## src/verilog/crs_pkg.sv

```systemverilog
package crs_pkg;

    // ***************************************************
    // Register byte offsets
    // ***************************************************
    localparam logic [7:0] CRS_CTRL_OFS   = 8'h00;
    localparam logic [7:0] CRS_PC_OFS     = 8'h04;
    localparam logic [7:0] CRS_OPW_OFS    = 8'h08;
    localparam logic [7:0] CRS_ABORT_OFS  = 8'h0C;
    localparam logic [7:0] CRS_STATUS_OFS = 8'h10;

    // ***************************************************
    // Control and status field positions
    // ***************************************************
    localparam int CRS_CTRL_START = 0;
    localparam int CRS_CTRL_COND  = 1;
    localparam int CRS_CTRL_TRACE = 2;
    localparam int CRS_CTRL_SUPER = 3;

    localparam int CRS_ST_BUSY   = 0;
    localparam int CRS_ST_DONE   = 1;
    localparam int CRS_ST_TF     = 2;
    localparam int CRS_ST_PROTO  = 3;
    localparam int CRS_ST_PRIV   = 4;
    localparam int CRS_ST_TRACE  = 5;
    localparam int CRS_ST_UNSUP  = 6;
    localparam int CRS_ST_PRIM_L = 16;

    // ***************************************************
    // Reset values
    // ***************************************************
    localparam logic [31:0] CRS_PC_RST    = 32'h0000_0000;
    localparam logic [15:0] CRS_OPW_RST   = 16'h0000;
    localparam logic [15:0] CRS_ABORT_RST = 16'h0001;

    // ***************************************************
    // Primitive fields and encodings
    // ***************************************************
    localparam int CRS_P_CA = 15;
    localparam int CRS_P_PC = 14;
    localparam int CRS_P_IA = 8;
    localparam int CRS_P_PF = 1;
    localparam int CRS_P_TF = 0;

    localparam logic [13:0] CRS_NULL_MASK = 14'h3EFC;
    localparam logic [13:0] CRS_NULL_CODE = 14'h0800;
    localparam logic [13:0] CRS_SUP_CODE  = 14'h0400;
    localparam logic [13:0] CRS_TOPW_CODE = 14'h0700;

    // ***************************************************
    // Coprocessor interface register selects and sequencer state encodings
    // ***************************************************
    typedef enum logic [1:0] {
        CRS_SEL_RESP  = 2'b00,
        CRS_SEL_CTRL  = 2'b01,
        CRS_SEL_IADDR = 2'b10,
        CRS_SEL_OPW   = 2'b11
    } crs_sel_t;

    typedef enum logic [2:0] {
        CRS_IDLE   = 3'b000,
        CRS_READ   = 3'b001,
        CRS_DECODE = 3'b010,
        CRS_WR_PC  = 3'b011,
        CRS_INTSVC = 3'b100,
        CRS_WR_OPW = 3'b101,
        CRS_WR_ABT = 3'b110
    } crs_state_t;

endpackage

```

## src/verilog/crs_sequencer.sv

```systemverilog
`timescale 1ns/1ps
`default_nettype none

module crs_sequencer
    import crs_pkg::*;
(
    // APB slave
    input  wire logic        pclk,
    input  wire logic        presetn,
    input  wire logic        psel,
    input  wire logic        penable,
    input  wire logic        pwrite,
    input  wire logic [7:0]  paddr,
    input  wire logic [31:0] pwdata,
    output logic      [31:0] prdata,
    output logic             pready,
    output logic             pslverr,
    // Coprocessor interface register access
    output logic             cp_req,
    output logic             cp_we,
    output logic      [1:0]  cp_sel,
    output logic      [31:0] cp_wdata,
    input  wire logic        cp_ack,
    input  wire logic [15:0] cp_rdata,
    // Interrupt service handshake
    output logic             int_service_req,
    input  wire logic        int_service_done
);

    // ***************************************************
    // Registers
    // ***************************************************
    crs_state_t  state;
    logic        conditional;
    logic        trace_pending;
    logic        supervisor;
    logic [31:0] prog_counter;
    logic [15:0] op_word;
    logic [15:0] abort_mask;
    logic [15:0] prim;
    logic        handoff_done;
    logic        done;
    logic        cond_result;
    logic        proto_viol;
    logic        priv_viol;
    logic        trace_taken;
    logic        unsupported;

    logic        apb_wr;
    logic        start;
    logic        is_null;
    logic        is_sup;
    logic        is_topw;
    logic        ca;
    logic        ia;
    logic        pf;

    assign apb_wr  = psel && penable && pwrite;
    assign start   = apb_wr && (paddr == CRS_CTRL_OFS) && pwdata[CRS_CTRL_START]
                     && (state == CRS_IDLE);
    assign pready  = 1'b1;

    assign is_null = (prim[13:0] & CRS_NULL_MASK) == CRS_NULL_CODE;
    assign is_sup  = prim[13:0] == CRS_SUP_CODE;
    assign is_topw = prim[13:0] == CRS_TOPW_CODE;
    assign ca      = prim[CRS_P_CA];
    assign ia      = prim[CRS_P_IA];
    assign pf      = prim[CRS_P_PF];

    // ***************************************************
    // APB decode
    // ***************************************************
    always_comb begin
        prdata  = 32'h0000_0000;
        pslverr = 1'b0;
        if (paddr == CRS_CTRL_OFS) begin
            prdata[CRS_CTRL_COND]  = conditional;
            prdata[CRS_CTRL_TRACE] = trace_pending;
            prdata[CRS_CTRL_SUPER] = supervisor;
        end else if (paddr == CRS_PC_OFS) begin
            prdata = prog_counter;
        end else if (paddr == CRS_OPW_OFS) begin
            prdata[15:0] = op_word;
        end else if (paddr == CRS_ABORT_OFS) begin
            prdata[15:0] = abort_mask;
        end else if (paddr == CRS_STATUS_OFS) begin
            prdata[CRS_ST_BUSY]  = state != CRS_IDLE;
            prdata[CRS_ST_DONE]  = done;
            prdata[CRS_ST_TF]    = cond_result;
            prdata[CRS_ST_PROTO] = proto_viol;
            prdata[CRS_ST_PRIV]  = priv_viol;
            prdata[CRS_ST_TRACE] = trace_taken;
            prdata[CRS_ST_UNSUP] = unsupported;
            prdata[CRS_ST_PRIM_L +: 16] = prim;
        end else begin
            pslverr = psel && penable;
        end
    end

    // Settings are frozen while a dialogue is running.
    always_ff @(posedge pclk or negedge presetn) begin
        if (!presetn) begin
            conditional   <= 1'b0;
            trace_pending <= 1'b0;
            supervisor    <= 1'b0;
            prog_counter  <= CRS_PC_RST;
            op_word       <= CRS_OPW_RST;
            abort_mask    <= CRS_ABORT_RST;
        end else if (apb_wr && state == CRS_IDLE) begin
            if (paddr == CRS_CTRL_OFS) begin
                conditional   <= pwdata[CRS_CTRL_COND];
                trace_pending <= pwdata[CRS_CTRL_TRACE];
                supervisor    <= pwdata[CRS_CTRL_SUPER];
            end else if (paddr == CRS_PC_OFS) begin
                prog_counter <= pwdata;
            end else if (paddr == CRS_OPW_OFS) begin
                op_word <= pwdata[15:0];
            end else if (paddr == CRS_ABORT_OFS) begin
                abort_mask <= pwdata[15:0];
            end
        end
    end

    // ***************************************************
    // Response sequencer
    // ***************************************************
    always_ff @(posedge pclk or negedge presetn) begin
        if (!presetn) begin
            state        <= CRS_IDLE;
            prim         <= 16'h0000;
            handoff_done <= 1'b0;
            done         <= 1'b0;
            cond_result  <= 1'b0;
            proto_viol   <= 1'b0;
            priv_viol    <= 1'b0;
            trace_taken  <= 1'b0;
            unsupported  <= 1'b0;
        end else begin
            case (state)
                CRS_IDLE: begin
                    if (start) begin
                        done        <= 1'b0;
                        cond_result <= 1'b0;
                        proto_viol  <= 1'b0;
                        priv_viol   <= 1'b0;
                        trace_taken <= 1'b0;
                        unsupported <= 1'b0;
                        state       <= CRS_READ;
                    end
                end
                CRS_READ: begin
                    if (cp_ack) begin
                        prim         <= cp_rdata;
                        handoff_done <= 1'b0;
                        state        <= CRS_DECODE;
                    end
                end
                CRS_WR_PC: begin
                    if (cp_ack) begin
                        handoff_done <= 1'b1;
                        state        <= CRS_DECODE;
                    end
                end
                CRS_INTSVC: begin
                    if (int_service_done) begin
                        state <= CRS_READ;
                    end
                end
                CRS_WR_OPW: begin
                    if (cp_ack) begin
                        if (ca) begin
                            state <= CRS_READ;
                        end else if (conditional) begin
                            proto_viol <= 1'b1;
                            done       <= 1'b1;
                            state      <= CRS_IDLE;
                        end else if (trace_pending) begin
                            state <= CRS_READ;
                        end else begin
                            done  <= 1'b1;
                            state <= CRS_IDLE;
                        end
                    end
                end
                CRS_WR_ABT: begin
                    if (cp_ack) begin
                        priv_viol <= 1'b1;
                        done      <= 1'b1;
                        state     <= CRS_IDLE;
                    end
                end
                CRS_DECODE: begin
                    if (prim[CRS_P_PC] && !handoff_done) begin
                        state <= CRS_WR_PC;
                    end else if (is_null) begin
                        if (ca) begin
                            state <= ia ? CRS_INTSVC : CRS_READ;
                        end else if (conditional) begin
                            cond_result <= prim[CRS_P_TF];
                            done        <= 1'b1;
                            state       <= CRS_IDLE;
                        end else if (trace_pending && pf) begin
                            trace_taken <= 1'b1;
                            done        <= 1'b1;
                            state       <= CRS_IDLE;
                        end else if (trace_pending) begin
                            state <= ia ? CRS_INTSVC : CRS_READ;
                        end else begin
                            done  <= 1'b1;
                            state <= CRS_IDLE;
                        end
                    end else if (is_sup) begin
                        if (conditional && !ca) begin
                            proto_viol <= 1'b1;
                            done       <= 1'b1;
                            state      <= CRS_IDLE;
                        end else if (!supervisor) begin
                            state <= CRS_WR_ABT;
                        end else begin
                            state <= CRS_READ;
                        end
                    end else if (is_topw) begin
                        state <= CRS_WR_OPW;
                    end else begin
                        // Primitives outside this block end the dialogue flagged.
                        unsupported <= 1'b1;
                        done        <= 1'b1;
                        state       <= CRS_IDLE;
                    end
                end
                default: begin
                    state <= CRS_IDLE;
                end
            endcase
        end
    end

    // ***************************************************
    // Coprocessor access and interrupt request
    // ***************************************************
    always_comb begin
        cp_req   = 1'b0;
        cp_we    = 1'b0;
        cp_sel   = CRS_SEL_RESP;
        cp_wdata = 32'h0000_0000;
        case (state)
            CRS_READ: begin
                cp_req = 1'b1;
            end
            CRS_WR_PC: begin
                cp_req   = 1'b1;
                cp_we    = 1'b1;
                cp_sel   = CRS_SEL_IADDR;
                cp_wdata = prog_counter;
            end
            CRS_WR_OPW: begin
                cp_req   = 1'b1;
                cp_we    = 1'b1;
                cp_sel   = CRS_SEL_OPW;
                cp_wdata = {16'h0000, op_word};
            end
            CRS_WR_ABT: begin
                cp_req   = 1'b1;
                cp_we    = 1'b1;
                cp_sel   = CRS_SEL_CTRL;
                cp_wdata = {16'h0000, abort_mask};
            end
            default: begin
                cp_req = 1'b0;
            end
        endcase
    end

    assign int_service_req = state == CRS_INTSVC;

endmodule

`default_nettype wire

```

## config.mk

```make
export PLATFORM = sky130hd
export DESIGN_NAME = crs_sequencer
export DESIGN_NICKNAME = d
export VERILOG_FILES = /design/src/verilog/crs_pkg.sv /design/src/verilog/crs_sequencer.sv
export SDC_FILE = /design/constraint.sdc
export NUM_CORES = 1
export LEC_CHECK = 0
export ABC_AREA = 0
export BUFFER_PORTS_ARGS = -buffer_cell sky130_fd_sc_hd__buf_4
export CAP_MARGIN = 0
export CORE_ASPECT_RATIO = 2
export CORE_MARGIN = 4
export CORE_UTILIZATION = 40
export DETAILED_ROUTE_END_ITERATION = 12
export PLACE_DENSITY = 0.64
export SLEW_MARGIN = 5
export SYNTH_ARGS = -nofsm -noshare
export SYNTH_HDL_FRONTEND = slang
export SYNTH_SLANG_ARGS = --single-unit
export TNS_END_PERCENT = 30
```

## constraint.sdc

```tcl
create_clock -name pclk -period 2.3 [get_ports pclk]
set_clock_uncertainty 0.1 [all_clocks]
set_input_delay 0.115 -clock pclk [delete_from_list [all_inputs] [get_ports pclk]]
set_output_delay 0.115 -clock pclk [all_outputs]
set_load 0.02 [all_outputs]
```

==> impl_metrics.csv, run 1 <==
group,metric,value,unit
cells_and_area,area_delta_synth_final,40.1,%
floorplanning,fp-row-count,58,
setup_path,required,2.09,ns
cells_and_area,layout.core_utilization,0.573,
route,wl_met1,5.74,mm
synthesis,ys_seq_area_frac,0.453,
setup_path,critPathMaxFanout,23,
route,wl_met2,9.60,mm
run,cap_viol_max_count,0,
power,cellPowerDensity,687,nW/um^2
synthesis,synthFlopType,"dfrtp_1",
global_route,antenna_found_initial,0,
route,wire_per_inst,20.5,um
route,antenna_left,0,
global_route,grt_pass1_wl,26.2,mm
worst_hold_path,hp-class,"primary input to flop",
synthesis,yosysUniqueCellTypes,59,
synthesis,synth-edff-count,0,
floorplanning,io_pins,134,
sta,period_needed,2.18,ns
setup_path,timing_worst_setup_path_type,"flop to primary output",
cells_and_area,diodes,0,
sta,fin_crit_sh,0.946,
cells_and_area,drive_gt1_frac,0.312,
sta,setup_viol,0,
placed_design,gp_congestion,0.892,
cts,htree_levels,3,
sta,rsz0062_at_grt,"false",
synthesis,netlist_instances,476,
cts,clk_latency,0.34,ns
sta,fin_setup_tns,0,ns
synthesis,synthesis.nets,539,
route,drc,0,
cells_and_area,layout_common_cells,"buf_4 (155), dfrtp_1 (92), mux2_1 (73)",
global_route,grt_max_degree,66,
cts,cts-buffers-inserted,9,
route,vias_per_cell,5.69,
route,wl,16.8,mm
outcome,status,"finished, final reports clean",
setup_path,start_kind,"flop",
synthesis,synth_area,5140,um^2
cts,cts_num_sinks,93,
sta,hold_viol,0,
cells_and_area,fin_nets,728,
cells_and_area,mostFrequentLayoutCell,"buf_4",
floorplanning,initial_core_util,0.409,
sta,relSlewSlack,0.540,
cts,cts_buffer_depth,2,
power,ir_drop,0.742,mV
route,drtIter0Drc,190,
cts,clkTransAtPathRegs,0.06,ns
placed_design,preCtsSetupSlack,0.185,ns
cts,root_buffer,"clkbuf_16",
floorplanning,dieHeight,168,um
route,drtPass1Iterations,5,
route,vias,4668,
floorplanning,core-area,12600,um^2
floorplanning,die_area,14800,um^2
global_route,track_usage,0.234,
power,power,4.94,mW
synthesis,yosysWarnings,0,
floorplanning,fp.dieW,88.1,um
cts,tritoncts,"yes",
global_route,grt_overflow,0,
route,wl_met3,793,um
setup_path,end_kind,"primary output",
synthesis,syn_avg_cell_area,10.8,um^2
sta,finalWorstSetupSlack,0.124,ns
placed_design,portBuffers,132,
sta,fmax,460,MHz
sta,finalMaxSlewViolations,0,
route,routed.top_layer,"met4",
placed_design,dp_hpwl,12.3,mm
global_route,first_global_vias,4988,
power,p_leak,3.44,nW
sta,worst_pin_slew,0.683,ns
setup_path,cp.arrival,1.96,ns
synthesis,ys_ff_latch,93,
synthesis,synthArstFlopShare,1.00,
## report_power, final
part	internal (mW)	switching, mW
registers	1.83	0.185
logic	0.663	0.868
clock network	0.741	0.653
## worst max-delay path: stages (launching register included)
cell,delay [ns]
dfrtp_1,0.35
buf_4,0.21
clkinvlp_4,0.18
and3_1,0.22
buf_6,0.19
or2_2,0.31
buf_4,0.16
## flip-flops by register name, indices dropped and copies added (netlist names)
signal and cells:
prog_counter 32, abort_mask 16, op_word 16, prim 16
state 3, cond_result 1, conditional 1, done 1
handoff_done 1, priv_viol 1, proto_viol 1, supervisor 1
trace_pending 1, trace_taken 1, unsupported 1
## layout make-up
cell class	count	area, um^2
fill	1112	5360
multi-input combinational	343	2640
sequential	93	2330
timing repair buffer	209	1730
clock buffer	10	229
tap	150	188
clock inverter	6	45.0
inverter	9	37.5
## synth_stat cells, types with 6 or more instances
| cell type | number | share of area |
|---|---|---|
| dfrtp_1 | 92 | 0.45 |
| mux2_1 | 73 | 0.16 |
| o21ai_0 | 39 | 0.038 |
| nand2_1 | 38 | 0.028 |
| a22oi_1 | 26 | 0.038 |
| clkbuf_1 | 19 | 0.014 |
| mux2_2 | 19 | 0.042 |
| nor2_1 | 18 | 0.013 |
| and2_1 | 17 | 0.021 |
| a22o_1 | 16 | 0.027 |
| buf_2 | 9 | 0.0088 |
| nor2b_1 | 8 | 0.0097 |
| a221oi_1 | 7 | 0.012 |
| inv_1 | 7 | 0.0051 |
| a21oi_1 | 6 | 0.0058 |
| nand3_1 | 6 | 0.0058 |
## cell families (layout without fill, tap and decap cells)
kind of cell,after synthesis,in the layout,share of synthesized area
AOI/OAI and AO/OA,125,125,0.170
xor gates and xnor gates,1,1,0.00171
buffers and inverters,40,234,0.0322
DFF,93,93,0.453
muxes,92,92,0.202
other,1,1,0.000730
and+or+nand+nor,124,124,0.141
## final timing paths
kind                              from               end  slack, ns  cells past startpoint
max in group asynchronous      presetn     abort_mask[0]       1.28                      3
min in group asynchronous      presetn  prog_counter[13]       0.13                      2
hold / removal                  cp_ack          state[0]       0.02                      4
setup / recovery              state[2]             cp_we       0.12                      6
hold reg to reg            trace_taken       trace_taken       0.39                      1
setup reg to reg              state[1]              done       0.21                      6
## repair_timing
item | 4_1_cts | 5_1_grt
endpoints found under the hold margin | 112 | 0
setup buffers | 0 | 0
hold buffers | 50 | 0
setup endpoints to repair | 1 | 7
gates resized for setup | 1 | 2
## per-layer routing
metal	vias up	global-route usage
li1	2138	-
met1	2315	0.231
met2	167	0.446
met3	48	0.0421
met4	0	0.112
met5	-	0
## metrics by stage
stage | area, um^2 | hold slack [ns] | instances
after global routing | 7200 | 0.0462 | 820
after detailed placement | 6410 | -0.0301 | 754
after CTS | 7190 | 0.0161 | 820
after global placement | 6410 | -0.0399 | 754
after floorplan | 5140 | -0.281 | 476
final | 7200 | 0.0249 | 820
No activity file was read; power rests on OpenSTA's default activity.
==> run 2, diff against run 1 <==
--- a/config.mk
+++ b/config.mk
@@ -5,14 +5,14 @@
 export SDC_FILE = /design/constraint.sdc
 export NUM_CORES = 1
 export LEC_CHECK = 0
-export ABC_AREA = 0
+export ABC_AREA = 1
 export BUFFER_PORTS_ARGS = -buffer_cell sky130_fd_sc_hd__buf_4
 export CAP_MARGIN = 0
 export CORE_ASPECT_RATIO = 2
 export CORE_MARGIN = 4
 export CORE_UTILIZATION = 40
 export DETAILED_ROUTE_END_ITERATION = 12
-export PLACE_DENSITY = 0.64
+export PLACE_DENSITY = 0.72
 export SLEW_MARGIN = 5
 export SYNTH_ARGS = -nofsm -noshare
 export SYNTH_HDL_FRONTEND = slang
==> impl_metrics.csv, run 2 <==
group,metric,value,unit
outcome,status,"finished, final reports clean",
cts,htree_levels,3,
cts,clk_latency,0.34,ns
sta,period_needed,2.25,ns
setup_path,cpMostUsedCell,"buf_4",
setup_path,r2r_end,"trace_taken",
setup_path,crit_chain,"inv_2 -> nand3_1 -> buf_4 -> o221ai_1 -> buf_4",
setup_path,timing_worst_setup_path_type,"flop to primary output",
global_route,grt_overflow,0,
route,wl,17.4,mm
synthesis,netlist_instances,720,
route,wire_per_inst,16.5,um
cts,tritoncts,"yes",
sta,fin_setup_tns,0,ns
floorplanning,io_pins,134,
global_route,grt_max_degree,47,
route,drtPass1Iterations,4,
worst_hold_path,hp-class,"primary input to flop",
route,vias_per_cell,5.12,
cells_and_area,mostFrequentLayoutCell,"nand2_1",
setup_path,end_kind,"primary output",
setup_path,r2r_slack,0.29,ns
sta,setup_viol,0,
global_route,track_usage,0.243,
cells_and_area,diodes,0,
cells_and_area,largest_reg_flops,32,
cts,cts_num_sinks,93,
setup_path,critPathMaxFanout,9,
sta,hold_viol,0,
setup_path,rr_worst_depth,11,
setup_path,required,2.09,ns
cts,cts_buffer_depth,2,
setup_path,start_kind,"flop",
global_route,grt_pass1_wl,28.1,mm
setup_path,rr_startpoint,"state[1]",
cells_and_area,largest-register,"prog_counter",
run,cap_viol_max_count,0,
global_route,antenna_found_initial,0,
cts,cts-buffers-inserted,9,
cts,clkTransAtPathRegs,0.06,ns
sta,fmax,444,MHz
floorplanning,core-area,12600,um^2
synthesis,ys_seq_area_frac,0.450,
worst_hold_path,hold_depth,3,
cells_and_area,area_delta_synth_final,38.2,%
floorplanning,initial_core_util,0.409,
sta,worst_pin_slew,0.628,ns
placed_design,gp_congestion,1.01,
floorplanning,die_area,14900,um^2
floorplanning,dieHeight,169,um
synthesis,synthesis.nets,783,
cts,cts_setup_buffers,0,
global_route,first_global_vias,5578,
setup_path,path_buf_inv,3,
placed_design,dp_hpwl,12.9,mm
route,antenna_left,0,
placed_design,portBuffers,132,
synthesis,ys_ff_latch,93,
placed_design,preCtsSetupSlack,0.276,ns
synthesis,synthFlopType,"dfrtp_1",
power,ir_drop,0.525,mV
setup_path,critPathMaxStageDelay,0.46,ns
power,p_leak,3.65,nW
synthesis,synth.area.top_cells,"dfrtp_1 (45%), nand2_1 (18%), inv_1 (7.2%)",
route,vias,5411,
floorplanning,fp-row-count,58,
setup_path,cp.arrival,2.04,ns
power,cellPowerDensity,696,nW/um^2
setup_path,crit_slowest_cell,"dfrtp_1",
sta,relSlewSlack,0.581,
cells_and_area,fin_nets,966,
floorplanning,fp.dieW,88.4,um
cts,root_buffer,"clkbuf_16",
synthesis,syn_avg_cell_area,7.18,um^2
cells_and_area,drive_gt1_frac,0.215,
sta,finalWorstSetupSlack,0.0490,ns
sta,finalMaxSlewViolations,0,
synthesis,synth_area,5170,um^2
worst_hold_path,whs_endpoint,"handoff_done",
cells_and_area,layout_common_cells,"nand2_1 (242), buf_4 (148), inv_1 (98)",
sta,fin_crit_sh,0.979,
synthesis,synthMostInstantiatedCell,"nand2_1",
route,drc,0,
route,drtIter0Drc,316,
synthesis,synth-edff-count,0,
synthesis,synth_top_area_cell,"dfrtp_1",
setup_path,critPathTopFamily,"buffers and inverters",
setup_path,path_depth,5,
synthesis,yosysUniqueCellTypes,36,
synthesis,yosysWarnings,0,
sta,fin_hold_ws,0.0657,ns
sta,rsz0062_at_grt,"false",
worst_hold_path,hold_start,"cp_ack",
synthesis,synthDominantCellAreaShare,0.445,
synthesis,synthTopCellsByCount,"nand2_1 (242), inv_1 (99), dfrtp_1 (92)",
synthesis,synthArstFlopShare,1.00,
[run 2: cell count changes in the layout (fill, tap and decap cells not counted), moves of 17 or more]
cell     before  now
nand3_1       6   48
nand2_1      38  242
a22oi_1      26    0
and2_1       17    0
inv_1         6   98
nor2_1       18   50
o21ai_0      39   66
mux2_2       19    0
mux2_1       73    0
[run 2: per-stage QoR]
step | utilization | total power [mW] | instance area [um^2] | cells
finish | 0.566 | 4.98 | 7150 | 1057
detailed placement | 0.503 | 3.40 | 6350 | 993
global placement | 0.503 | 3.40 | 6350 | 993
floorplan | - | 2.90 | 5170 | 720
global route | 0.566 | 5.29 | 7150 | 1057
CTS | 0.566 | 4.99 | 7140 | 1057
[run 2: final cells by class]
cell class,count,area [um^2]
Clock buffer,9,225
Tap cell,150,188
Fill cell,1256,5480
Inverter,107,405
Sequential cell,93,2330
Clock inverter,6,72.6
Timing Repair Buffer,199,1630
Multi-Input combinational cell,493,2290
[run 2: how the worst max path moves through the flow]
stage / slack (ns) / endpoint / start
after floorplan: 0.55 / cp_wdata[15] / state[2]
after global placement: 0.29 / prdata[3] / paddr[7]
after detailed placement: 0.28 / prdata[3] / paddr[7]
after CTS: 0.008 / cp_we / state[2]
after global routing: 0.002 / cp_wdata[11] / state[0]
final: 0.05 / cp_wdata[11] / state[0]
[run 2: logic make-up after synthesis]
family / count (synthesis) / share of synthesized area
AND/OR/NAND/NOR: 367 / 0.302
buffers and inverters: 134 / 0.107
AO/OA/AOI/OAI: 125 / 0.140
flip-flops: 93 / 0.450
other: 1 / 0.000725
[run 2: report_power, final]
part	leakage [nW]	total (mW)	switching [mW]	internal [mW]
combinational	2.26	1.45	0.952	0.496
sequential	1.24	2.02	0.169	1.85
clock	0.148	1.51	0.657	0.851
total	3.65	4.98	1.78	3.20
[run 2: per-layer routing]
layer	vias to the layer above	routed length, um	track usage
li1	2661	-	-
met1	2496	6210	0.268
met2	196	9340	0.432
met3	58	896	0.0326
met4	0	939	0.136
met5	-	0	0
[run 2: tightest hold or removal path, delay by kind of cell]
kind / cells / cell delay [ns]
buffers and inverters: 2 / 0.19
AOI/OAI and AO/OA: 1 / 0.15
[run 2: what timing repair did]
item | in CTS | in global routing
setup endpoints to repair | 14 | 22
cloned | 0 | 0
hold buffers | 49 | 0
endpoints found under the hold margin | 119 | 0
resized for setup | 1 | 2
